--- config.mk ---
export PLATFORM = sky130hd
export DESIGN_NAME = sbc_bank_fsm
export DESIGN_NICKNAME = d
export VERILOG_FILES = /design/src/logic/sbc_pkg.sv /design/src/logic/sbc_burst_ctr.sv /design/src/logic/sbc_bank_fsm.sv
export VERILOG_INCLUDE_DIRS = /design/src /design/src/logic
export SDC_FILE = /design/constraint.sdc
export NUM_CORES = 1
export LEC_CHECK = 0
export BUFFER_PORTS_ARGS = -buffer_cell sky130_fd_sc_hd__buf_2
export CELL_PAD_IN_SITES_DETAIL_PLACEMENT = 0
export CELL_PAD_IN_SITES_GLOBAL_PLACEMENT = 1
export CORE_MARGIN = 2
export CORE_UTILIZATION = 40
export CTS_BUF_LIST = sky130_fd_sc_hd__clkbuf_4 sky130_fd_sc_hd__clkbuf_8 sky130_fd_sc_hd__clkbuf_16
export CTS_CLUSTER_SIZE = 20
export DETAILED_ROUTE_END_ITERATION = 8
export PLACE_DENSITY_LB_ADDON = 0.25
export SYNTH_ARGS = -nofsm -noshare
export SYNTH_HDL_FRONTEND = slang
export SYNTH_SLANG_ARGS = --single-unit
export TNS_END_PERCENT = 1
--- constraint.sdc ---
create_clock -name clk_sys_i -period 4.9 [get_ports clk_sys_i]
set_clock_uncertainty 0.2 [all_clocks]
set_input_delay 0.735 -clock clk_sys_i [delete_from_list [all_inputs] [get_ports clk_sys_i]]
set_output_delay 0.735 -clock clk_sys_i [all_outputs]
set_load 0.005 [all_outputs]
--- src/logic/sbc_params.svh ---
// constants for the sdram bank command state machine
`ifndef SBC_PARAMS_SVH
`define SBC_PARAMS_SVH

`define SBC_CLK_MHZ       250
`define SBC_MHZ_NS_SCALE  1000
`define SBC_ADDR_W        10
`define SBC_COL_W         8
`define SBC_BANK_BIT      9
`define SBC_AP_BIT        8
`define SBC_TIMER_W       8

`define SBC_PIN_W         15
`define SBC_PIN_CKE       14
`define SBC_PIN_CS        13
`define SBC_PIN_CMD_HI    12
`define SBC_PIN_CMD_LO    10
`define SBC_PIN_RST       15'h3C00

`define SBC_CMD_MRS       3'h0
`define SBC_CMD_REF       3'h1
`define SBC_CMD_PRE       3'h2
`define SBC_CMD_ACT       3'h3
`define SBC_CMD_WRITE     3'h4
`define SBC_CMD_READ      3'h5
`define SBC_CMD_BST       3'h6
`define SBC_CMD_NOP       3'h7

`define SBC_BL_1          3'h0
`define SBC_BL_2          3'h1
`define SBC_BL_4          3'h2
`define SBC_BL_8          3'h3
`define SBC_BL_PAGE       3'h7
`define SBC_MASK_1        8'h00
`define SBC_MASK_2        8'h01
`define SBC_MASK_4        8'h03
`define SBC_MASK_8        8'h07
`define SBC_MASK_PAGE     8'hFF

`define SBC_T_RP_NS       24
`define SBC_T_WR_NS       16
`define SBC_T_RP_CYC      ((`SBC_T_RP_NS * `SBC_CLK_MHZ + `SBC_MHZ_NS_SCALE - 1) / `SBC_MHZ_NS_SCALE)
`define SBC_T_WR_CYC      ((`SBC_T_WR_NS * `SBC_CLK_MHZ + `SBC_MHZ_NS_SCALE - 1) / `SBC_MHZ_NS_SCALE)

`endif

--- src/logic/sbc_pkg.sv ---
// types for the sdram bank command state machine
package sbc_pkg;
  typedef enum logic [8:0] {
    SBC_IDLE     = 9'h001,
    SBC_ACTIVE   = 9'h002,
    SBC_READ     = 9'h004,
    SBC_WRITE    = 9'h008,
    SBC_READ_AP  = 9'h010,
    SBC_WRITE_AP = 9'h020,
    SBC_WR_RECOV = 9'h040,
    SBC_PRECHG   = 9'h080,
    SBC_PDOWN    = 9'h100
  } sbc_state_e;
  typedef logic [2:0] sbc_cmd_t;
endpackage

--- src/logic/sbc_burst_ctr.sv ---
// burst beat counter with column advance inside the burst boundary
`timescale 1ns/1ps
`include "sbc_params.svh"
module sbc_burst_ctr (
  input  wire logic                  clk_sys_i,
  input  wire logic                  rst_i,
  input  wire logic                  en_i,
  input  wire logic                  load_i,
  input  wire logic                  stop_i,
  input  wire logic [`SBC_COL_W-1:0] col_i,
  input  wire logic [2:0]            len_code_i,
  output logic                       active_o,
  output logic                       last_o,
  output logic [`SBC_COL_W-1:0]      col_o
);
  logic [`SBC_COL_W-1:0] mask;
  logic [`SBC_COL_W-1:0] mask_q;
  logic [`SBC_COL_W-1:0] rem_q;
  logic [`SBC_COL_W-1:0] col_inc;

  assign mask = (len_code_i == `SBC_BL_2)    ? `SBC_MASK_2 :
                (len_code_i == `SBC_BL_4)    ? `SBC_MASK_4 :
                (len_code_i == `SBC_BL_8)    ? `SBC_MASK_8 :
                (len_code_i == `SBC_BL_PAGE) ? `SBC_MASK_PAGE : `SBC_MASK_1;
  assign col_inc = (col_o & ~mask_q) | ((col_o + 8'h01) & mask_q);
  assign last_o  = active_o && (rem_q == 8'h00);

  always_ff @(posedge clk_sys_i or posedge rst_i) begin
    if (rst_i) begin
      active_o <= 1'b0;
      rem_q    <= 8'h00;
      mask_q   <= 8'h00;
      col_o    <= 8'h00;
    end else if (load_i) begin
      active_o <= 1'b1;
      rem_q    <= mask;
      mask_q   <= mask;
      col_o    <= col_i;
    end else if (stop_i || (en_i && last_o)) begin
      active_o <= 1'b0;
    end else if (en_i && active_o) begin
      rem_q    <= rem_q - 8'h01;
      col_o    <= col_inc;
    end
  end
endmodule

--- src/logic/sbc_bank_fsm.sv ---
// per-bank command state machine of a two-bank synchronous dram
`timescale 1ns/1ps
`include "sbc_params.svh"
module sbc_bank_fsm #(
  parameter logic BANK_INDEX = 1'h0
) (
  input  wire logic                   clk_sys_i,
  input  wire logic                   rst_i,
  input  wire logic                   cke_i,
  input  wire logic                   cs_n_i,
  input  wire logic                   ras_n_i,
  input  wire logic                   cas_n_i,
  input  wire logic                   we_n_i,
  input  wire logic [`SBC_ADDR_W-1:0] addr_i,
  input  wire logic [2:0]             burst_len_i,
  input  wire logic                   cas_lat3_i,
  output sbc_pkg::sbc_state_e         state_o,
  output logic [`SBC_COL_W-1:0]       col_o,
  output logic                        rd_valid_o,
  output logic                        wr_accept_o,
  output logic                        precharge_o,
  output logic                        refresh_o,
  output logic                        mode_write_o,
  output logic                        illegal_o
);
  logic [`SBC_PIN_W-1:0]      pin_raw;
  logic [`SBC_PIN_W-1:0]      pin_s1_q;
  logic [`SBC_PIN_W-1:0]      pin_s2_q;
  logic                       cke_prev_q;
  sbc_pkg::sbc_state_e        state_q;
  sbc_pkg::sbc_state_e        state_d;
  logic                       illegal_d;
  logic                       ap_q;
  logic [`SBC_TIMER_W-1:0]    timer_q;
  logic [1:0]                 rd_pipe_q;
  logic                       ctr_active;
  logic                       ctr_last;

  assign pin_raw = {cke_i, cs_n_i, ras_n_i, cas_n_i, we_n_i, addr_i};

  // decode of the synchronised command pins
  wire                        cke_now  = pin_s2_q[`SBC_PIN_CKE];
  wire                        en       = cke_prev_q;
  wire                        sel      = en && !pin_s2_q[`SBC_PIN_CS];
  wire sbc_pkg::sbc_cmd_t     cmd      = pin_s2_q[`SBC_PIN_CMD_HI:`SBC_PIN_CMD_LO];
  wire [`SBC_ADDR_W-1:0]      addr     = pin_s2_q[`SBC_ADDR_W-1:0];
  wire                        bank_hit = (addr[`SBC_BANK_BIT] == BANK_INDEX);
  wire                        ap_bit   = addr[`SBC_AP_BIT];
  wire                        quiet    = !sel || (cmd == `SBC_CMD_NOP);
  wire                        is_bst   = sel && (cmd == `SBC_CMD_BST);
  wire                        is_rd    = sel && (cmd == `SBC_CMD_READ);
  wire                        is_wr    = sel && (cmd == `SBC_CMD_WRITE);
  wire                        is_act   = sel && (cmd == `SBC_CMD_ACT) && bank_hit;
  wire                        is_ref   = sel && (cmd == `SBC_CMD_REF);
  wire                        is_mrs   = sel && (cmd == `SBC_CMD_MRS);
  wire                        pre_hit  = sel && (cmd == `SBC_CMD_PRE) && (ap_bit || bank_hit);
  wire                        rd_hit   = is_rd && bank_hit;
  wire                        wr_hit   = is_wr && bank_hit;
  wire                        rw_miss  = (is_rd || is_wr) && !bank_hit;
  wire                        bad_cmd  = is_act || is_ref || is_mrs;
  wire                        in_rd    = (state_q == sbc_pkg::SBC_READ) ||
                                         (state_q == sbc_pkg::SBC_READ_AP);
  wire                        in_wr    = (state_q == sbc_pkg::SBC_WRITE) ||
                                         (state_q == sbc_pkg::SBC_WRITE_AP);
  wire                        start_ok = (state_q == sbc_pkg::SBC_ACTIVE) ||
                                         (state_q == sbc_pkg::SBC_READ) ||
                                         (state_q == sbc_pkg::SBC_WRITE) ||
                                         ((state_q == sbc_pkg::SBC_WR_RECOV) && !ap_q);
  wire                        ctr_load = start_ok && (rd_hit || wr_hit);
  wire                        burst_nx = (state_d == sbc_pkg::SBC_READ) ||
                                         (state_d == sbc_pkg::SBC_WRITE) ||
                                         (state_d == sbc_pkg::SBC_READ_AP) ||
                                         (state_d == sbc_pkg::SBC_WRITE_AP);
  wire                        timer_done = (timer_q == 8'h00);
  wire                        rd_beat  = en && ctr_active && in_rd;
  wire                        pre_entry = (state_d == sbc_pkg::SBC_PRECHG) &&
                                          (state_q != sbc_pkg::SBC_PRECHG);
  wire sbc_pkg::sbc_state_e   rd_tgt   = ap_bit ? sbc_pkg::SBC_READ_AP : sbc_pkg::SBC_READ;
  wire sbc_pkg::sbc_state_e   wr_tgt   = ap_bit ? sbc_pkg::SBC_WRITE_AP : sbc_pkg::SBC_WRITE;

  always_comb begin
    state_d   = state_q;
    illegal_d = 1'b0;
    unique case (state_q)
      sbc_pkg::SBC_IDLE: begin
        if (en && !cke_now && (quiet || is_bst)) begin
          state_d = sbc_pkg::SBC_PDOWN;
        end else if (is_act) begin
          state_d = sbc_pkg::SBC_ACTIVE;
        end else if (rd_hit || wr_hit) begin
          illegal_d = 1'b1;
        end
      end
      sbc_pkg::SBC_ACTIVE: begin
        if (rd_hit) begin
          state_d = rd_tgt;
        end else if (wr_hit) begin
          state_d = wr_tgt;
        end else if (pre_hit) begin
          state_d = sbc_pkg::SBC_PRECHG;
        end else if (bad_cmd) begin
          illegal_d = 1'b1;
        end
      end
      sbc_pkg::SBC_READ, sbc_pkg::SBC_WRITE: begin
        if (rd_hit) begin
          state_d = rd_tgt;
        end else if (wr_hit) begin
          state_d = wr_tgt;
        end else if (is_bst || rw_miss) begin
          state_d = sbc_pkg::SBC_ACTIVE;
        end else if (pre_hit) begin
          state_d = sbc_pkg::SBC_PRECHG;
        end else begin
          illegal_d = bad_cmd;
          if (en && ctr_last) begin
            state_d = (state_q == sbc_pkg::SBC_READ) ? sbc_pkg::SBC_ACTIVE :
                                                       sbc_pkg::SBC_WR_RECOV;
          end
        end
      end
      sbc_pkg::SBC_READ_AP, sbc_pkg::SBC_WRITE_AP: begin
        illegal_d = !quiet;
        if (en && ctr_last) begin
          state_d = (state_q == sbc_pkg::SBC_READ_AP) ? sbc_pkg::SBC_PRECHG :
                                                        sbc_pkg::SBC_WR_RECOV;
        end
      end
      sbc_pkg::SBC_WR_RECOV: begin
        if (!ap_q && rd_hit) begin
          state_d = rd_tgt;
        end else if (!ap_q && wr_hit) begin
          state_d = wr_tgt;
        end else if (!quiet && !is_bst && !rw_miss) begin
          illegal_d = 1'b1;
        end else if (timer_done) begin
          state_d = ap_q ? sbc_pkg::SBC_PRECHG : sbc_pkg::SBC_ACTIVE;
        end
      end
      sbc_pkg::SBC_PRECHG: begin
        if (rd_hit || wr_hit || bad_cmd) begin
          illegal_d = 1'b1;
        end else if (timer_done) begin
          state_d = sbc_pkg::SBC_IDLE;
        end
      end
      sbc_pkg::SBC_PDOWN: begin
        if (cke_now) begin
          state_d = sbc_pkg::SBC_IDLE;
        end
      end
      default: begin
        state_d = sbc_pkg::SBC_IDLE;
      end
    endcase
  end

  // two-flop synchroniser for every pin
  always_ff @(posedge clk_sys_i or posedge rst_i) begin
    if (rst_i) begin
      pin_s1_q   <= `SBC_PIN_RST;
      pin_s2_q   <= `SBC_PIN_RST;
      cke_prev_q <= 1'b0;
    end else begin
      pin_s1_q   <= pin_raw;
      pin_s2_q   <= pin_s1_q;
      cke_prev_q <= pin_s2_q[`SBC_PIN_CKE];
    end
  end

  always_ff @(posedge clk_sys_i or posedge rst_i) begin
    if (rst_i) begin
      state_q <= sbc_pkg::SBC_IDLE;
      ap_q    <= 1'b0;
      timer_q <= 8'h00;
    end else begin
      state_q <= state_d;
      if (state_q != sbc_pkg::SBC_WR_RECOV) begin
        ap_q <= (state_q == sbc_pkg::SBC_WRITE_AP);
      end
      if (pre_entry) begin
        timer_q <= 8'(`SBC_T_RP_CYC - 1);
      end else if ((state_d == sbc_pkg::SBC_WR_RECOV) && (state_q != state_d)) begin
        timer_q <= 8'(`SBC_T_WR_CYC - 1);
      end else if (!timer_done) begin
        timer_q <= timer_q - 8'h01;
      end
    end
  end

  // read data drains through the latency pipe
  always_ff @(posedge clk_sys_i or posedge rst_i) begin
    if (rst_i) begin
      rd_pipe_q  <= 2'h0;
      rd_valid_o <= 1'b0;
    end else if (en) begin
      rd_pipe_q  <= {rd_pipe_q[0], rd_beat};
      rd_valid_o <= cas_lat3_i ? rd_pipe_q[1] : rd_pipe_q[0];
    end
  end

  always_ff @(posedge clk_sys_i or posedge rst_i) begin
    if (rst_i) begin
      wr_accept_o  <= 1'b0;
      precharge_o  <= 1'b0;
      refresh_o    <= 1'b0;
      mode_write_o <= 1'b0;
      illegal_o    <= 1'b0;
    end else begin
      wr_accept_o  <= en && ctr_active && in_wr;
      precharge_o  <= pre_entry;
      refresh_o    <= (state_q == sbc_pkg::SBC_IDLE) && is_ref;
      mode_write_o <= (state_q == sbc_pkg::SBC_IDLE) && is_mrs;
      illegal_o    <= illegal_d;
    end
  end

  assign state_o = state_q;

  // burst counter stops whenever the burst state is left
  sbc_burst_ctr u_ctr (
    .clk_sys_i  (clk_sys_i),
    .rst_i      (rst_i),
    .en_i       (en),
    .load_i     (ctr_load),
    .stop_i     (!burst_nx),
    .col_i      (addr[`SBC_COL_W-1:0]),
    .len_code_i (burst_len_i),
    .active_o   (ctr_active),
    .last_o     (ctr_last),
    .col_o      (col_o)
  );
endmodule

* Word level (Yosys, flattened, before mapping) *
Index checks and enable logic that the tools add are counted.

word-level totals
  flip-flop bits (word level) = 82
  output and inout bits = 23
  bits of input ports = 21

cells by class
  $add $sub $neg = 3
  mux-type cells = 56
  equal/unequal tests = 31
  reductions and logical operators = 64
  bitwise operators = 5

operators by type and width
  cell                                                                    number
  9-bit 2-to-1 mux                                                        18
  8-bit 2-to-1 mux                                                        15
  9-bit one-hot mux with 7 select lines                                   1
  1-bit logical AND                                                       30
  9-bit by 3-bit equality test with 1-bit output (second input constant)  2
  9-bit by 4-bit equality test with 1-bit output (second input constant)  2
  9-bit by 5-bit equality test with 1-bit output (second input constant)  2
  9-bit by 6-bit equality test with 1-bit output (second input constant)  2
  9-bit by 7-bit equality test with 1-bit output (second input constant)  2
  9-bit by 8-bit equality test with 1-bit output (second input constant)  2
  1-bit logical OR                                                        18
  1-bit 2-to-1 mux                                                        18
  8-bit AND                                                               2
  8-bit logical NOT                                                       2
  8-bit by 1-bit subtractor with 8-bit output (second input constant)     2
  3-bit equality test (second input constant)                             5
  3-bit by 2-bit equality test with 1-bit output (second input constant)  4
  9-bit by 1-bit equality test with 1-bit output (second input constant)  1
  9-bit by 2-bit equality test with 1-bit output (second input constant)  1
  9-bit equality test (second input constant)                             1
  9-bit by 7-bit != test with 1-bit output (second input constant)        1
  9-bit by 8-bit != test with 1-bit output (second input constant)        1
  9-bit != test                                                           1
  8-bit by 1-bit adder with 8-bit output (second input constant)          1
  other kinds (15)                                                        25

* Depth between registers and ports, before layout *
  depth in word-level cells = 19
  gate-level depth with buffers = 12

* Hierarchy *
A second synthesis with hierarchy kept.

second synthesis, totals
  cell total of the unflattened synthesis = 372
  area, all modules = 3824.9 um2

modules (own cells, without submodules)
  module         area each (um2)  seq. area each (um2)  times used  cells each
  sbc_bank_fsm   2576.2           1437.6                1           244
  sbc_burst_ctr  1248.7           525.5                 1           128

* Worst setup path before layout *
OpenSTA, ideal clock, no wires.

  kind = reg2reg
  start point = reg timer_q[0]
  end point = reg (tool-made name)
  path buffers = 1
  slack = 1762 ps
  arrival time = 2856 ps
  cell stages (with the launch flop) = 12
  cell sequence = dfrtp_1 inv_1 ha_1 or3b_2 nor2_4 a2111oi_0 a311oi_1 nand4_1 a21o_1 buf_6 or4_1 a31oi_1

RTL lines
  what                    RTL line             text
  start, declared         sbc_bank_fsm.sv:34   logic [`SBC_TIMER_W-1:0] timer_q;
  start signal, assigned  sbc_bank_fsm.sv:182  timer_q <= 8'(`SBC_T_RP_CYC - 1);
  start signal, assigned  sbc_bank_fsm.sv:184  timer_q <= 8'(`SBC_T_WR_CYC - 1);
  start signal, assigned  sbc_bank_fsm.sv:186  timer_q <= timer_q - 8'h01;

==> out/qor.yml <==
outcome: "finished clean"
cts.sinks: 78
path_buf_inv: 1
hpwl_um: 6366
dp_cells: 513
synth_ff_type: "dfrtp_1"
crit_type: "flop to flop"
worstPathCellList: "inv_1 > ha_1 > or3b_2 > nor2_4 > a2111oi_0 > a311oi_1 > nand4_1 > a21o_1 > or4_1 > a31oi_1"
die_w_um: 100.8
die-area_um2: 10160
drive_gt1_share_pct: 21.05
htreeDepth: 3
leakagePower_nw: 1.875
ctsHoldBuffers: 0
hold_viol: 0
ctsResizeCount: 0
synthCells: 368
routed_wl_um: 8916
rsz0062_at_grt: "false"
start_util_pct: 40.94
slew_viol_final: 0
p_per_area_nw_per_um2: 365.1
synthToLayoutAreaGrowth_pct: 14.76
setup_viol: 0
grt_overflow: 0
dr_total_vias: 2984
worst_slew_pin_slew_ps: 829.0
grt_pass1_wl_um: 14660
max-vdd-ir-drop_v: 0.0002238
antenna_found_initial: 0
gp_congestion: 0.9847
cts_max_path_buffers: 2
hp-class: "flop to flop"
slowest_delay_ps: 600
slowest_stage: "or4_1"
drv_cap: 0
max_freq_ghz: 0.2723
worst_ep_arrival_time_ps: 3750
final_cell_mix: "dfrtp_1, buf_2, nor2_1, nand2_1, o21ai_0"
async_reset_ff_share_pct: 100.0
port_buffers: 43
synth_cell_types: 57
final_util_pct: 46.99
design.core.area_um2: 9153
cp.required_ps: 4970
start_kind: "flop"
std_cell_rows: 35
path_max_fanout: 28
first_pass_iters: 4
route.detailed.drc: 0
cts-root-buf: "clkbuf_8"
nNetsFinal: 438
crit_family: "simple AND/OR/NAND/NOR gates"
fin_cells: 529
grt_usage_pct: 18.58
antenna_left: 0
drt_iter0_drc: 280
grt_pass1_vias: 2861
clk_pin_slew_ps: 100
synth_edf_count: 0
pre_cts_ws_ps: 1239
post_cts_buffers: 0
die_height_um: 100.8
final_common_cell: "dfrtp_1"
syn_nets: 393
final.setup.worst_slack_ps: 1228
total_power_mw: 1.570
numCtsBuffers: 9
diodes: 0
slew_headroom_pct: 44.73
ys_seq_elements: 78
yosysSeqAreaShare_pct: 52.39
netlist_area_um2: 3747
synth.avg_cell_area_um2: 10.18
cts_tree: "yes"
pin_count: 44
period_share_pct: 74.95
insertion_delay_ps: 340
post_drt_via_cell_ratio: 5.641
worstSetupEndpointType: "flop"
yosys_warnings: 0
period_needed_ps: 3672
avgRoutedWirePerCell_um: 16.85
grt_max_degree: 50
finalSetupTns_ps: 0
through the flow:
step | cell area [um^2] | hold WS, ps
after CTS | 4300 | 149.1
after floorplan | 3747 | 131.2
after detailed placement | 4071 | 134.7
final | 4300 | 142.3
after global routing | 4300 | 149.9
after global placement | 4071 | 131.6
where the power goes:
part | internal [mW] | leakage [nW] | switching, mW
Clock | 0.295 | 0.112 | 0.262
Combinational | 0.108 | 0.808 | 0.138
Sequential | 0.705 | 0.955 | 0.0610
Total | 1.11 | 1.88 | 0.461
metal layers:
metal	global-route usage [%]	part of all wire, %	vias up
met5	0	0	-
met4	7.376	2.6	0
met1	27.81	49	1428
met2	26.72	44	101
met3	3.121	4.7	20
li1	-	-	1435
cells in the mapped netlist, types with 8 or more instances:
library cell / count / share of area, %
o21ai_0: 27 / 3.6
nor3_1: 10 / 1.3
nor3b_1: 8 / 1.6
dfrtp_1: 69 / 46
a21oi_1: 18 / 2.4
nand2b_1: 8 / 1.3
or3_1: 11 / 1.8
clkbuf_1: 8 / 0.80
dfstp_2: 9 / 6.3
nand2_1: 29 / 2.9
a31oi_1: 9 / 1.5
nor2_1: 34 / 3.4
nand4_1: 9 / 1.5
inv_1: 14 / 1.4
state kept, by name, summed over array words and instances (netlist names), named ones only:
| signal | cells |
|---|---|
| wr_accept_o | 1 |
| pin_s2_q | 15 |
| u_ctr.col_o | 1 |
| refresh_o | 1 |
| u_ctr.active_o | 1 |
| u_ctr.rem_q | 8 |
| ap_q | 1 |
| state_o | 9 |
| cke_prev_q | 1 |
| illegal_o | 1 |
| timer_q | 8 |
| mode_write_o | 1 |
| rd_valid_o | 1 |
| pin_s1_q | 15 |
| rd_pipe_q | 2 |
| u_ctr.mask_q | 4 |
| precharge_o | 1 |
worst paths after layout:
kind / from / end / slack, ps / cells past startpoint
worst max-delay path: timer_q[0] / flop / 1230 / 10
worst min-delay path: pin_s1_q[2] / pin_s2_q[2] / 140 / 0
worst max register to register: timer_q[0] / flop / 1230 / 10
worst min register to register: pin_s1_q[2] / pin_s2_q[2] / 140 / 0
max in group asynchronous: rst_i / u_ctr.mask_q[6] / 3320 / 3
min in group asynchronous: rst_i / u_ctr.rem_q[4] / 320 / 2
worst register-to-register path: stages, from the launching register on:
cell       delay (ps)
dfrtp_1           400
inv_1             100
ha_1              200
or3b_2            570
nor2_4            180
a2111oi_0         140
a311oi_1          390
nand4_1           190
a21o_1            470
or4_1             610
a31oi_1           160
cells by family (layout without fill, tap and decap cells):
| kind of cell | count (synthesis) | in the layout | share of synthesized area [%] |
|---|---|---|---|
| and+or+nand+nor | 153 | 153 | 22.84 |
| AOI/OAI and AO/OA | 90 | 90 | 16.29 |
| DFF | 78 | 78 | 52.39 |
| buffers and inverters | 28 | 78 | 3.339 |
| xor gates and xnor gates | 8 | 8 | 1.870 |
| muxes | 7 | 7 | 1.937 |
| adders and majority gates | 4 | 4 | 1.336 |
area by class of cell:
| type | instances | area (um^2) |
|---|---|---|
| well taps | 111 | 138.9 |
| inverters | 14 | 53.80 |
| flip-flops and latches | 78 | 1963 |
| fillers | 845 | 4852 |
| repair buffers | 48 | 252.7 |
| multi-input cells | 262 | 1663 |
| clock buffers | 9 | 123.9 |
| clock inverters | 7 | 105.1 |
(Power assumes the default switching activity.)
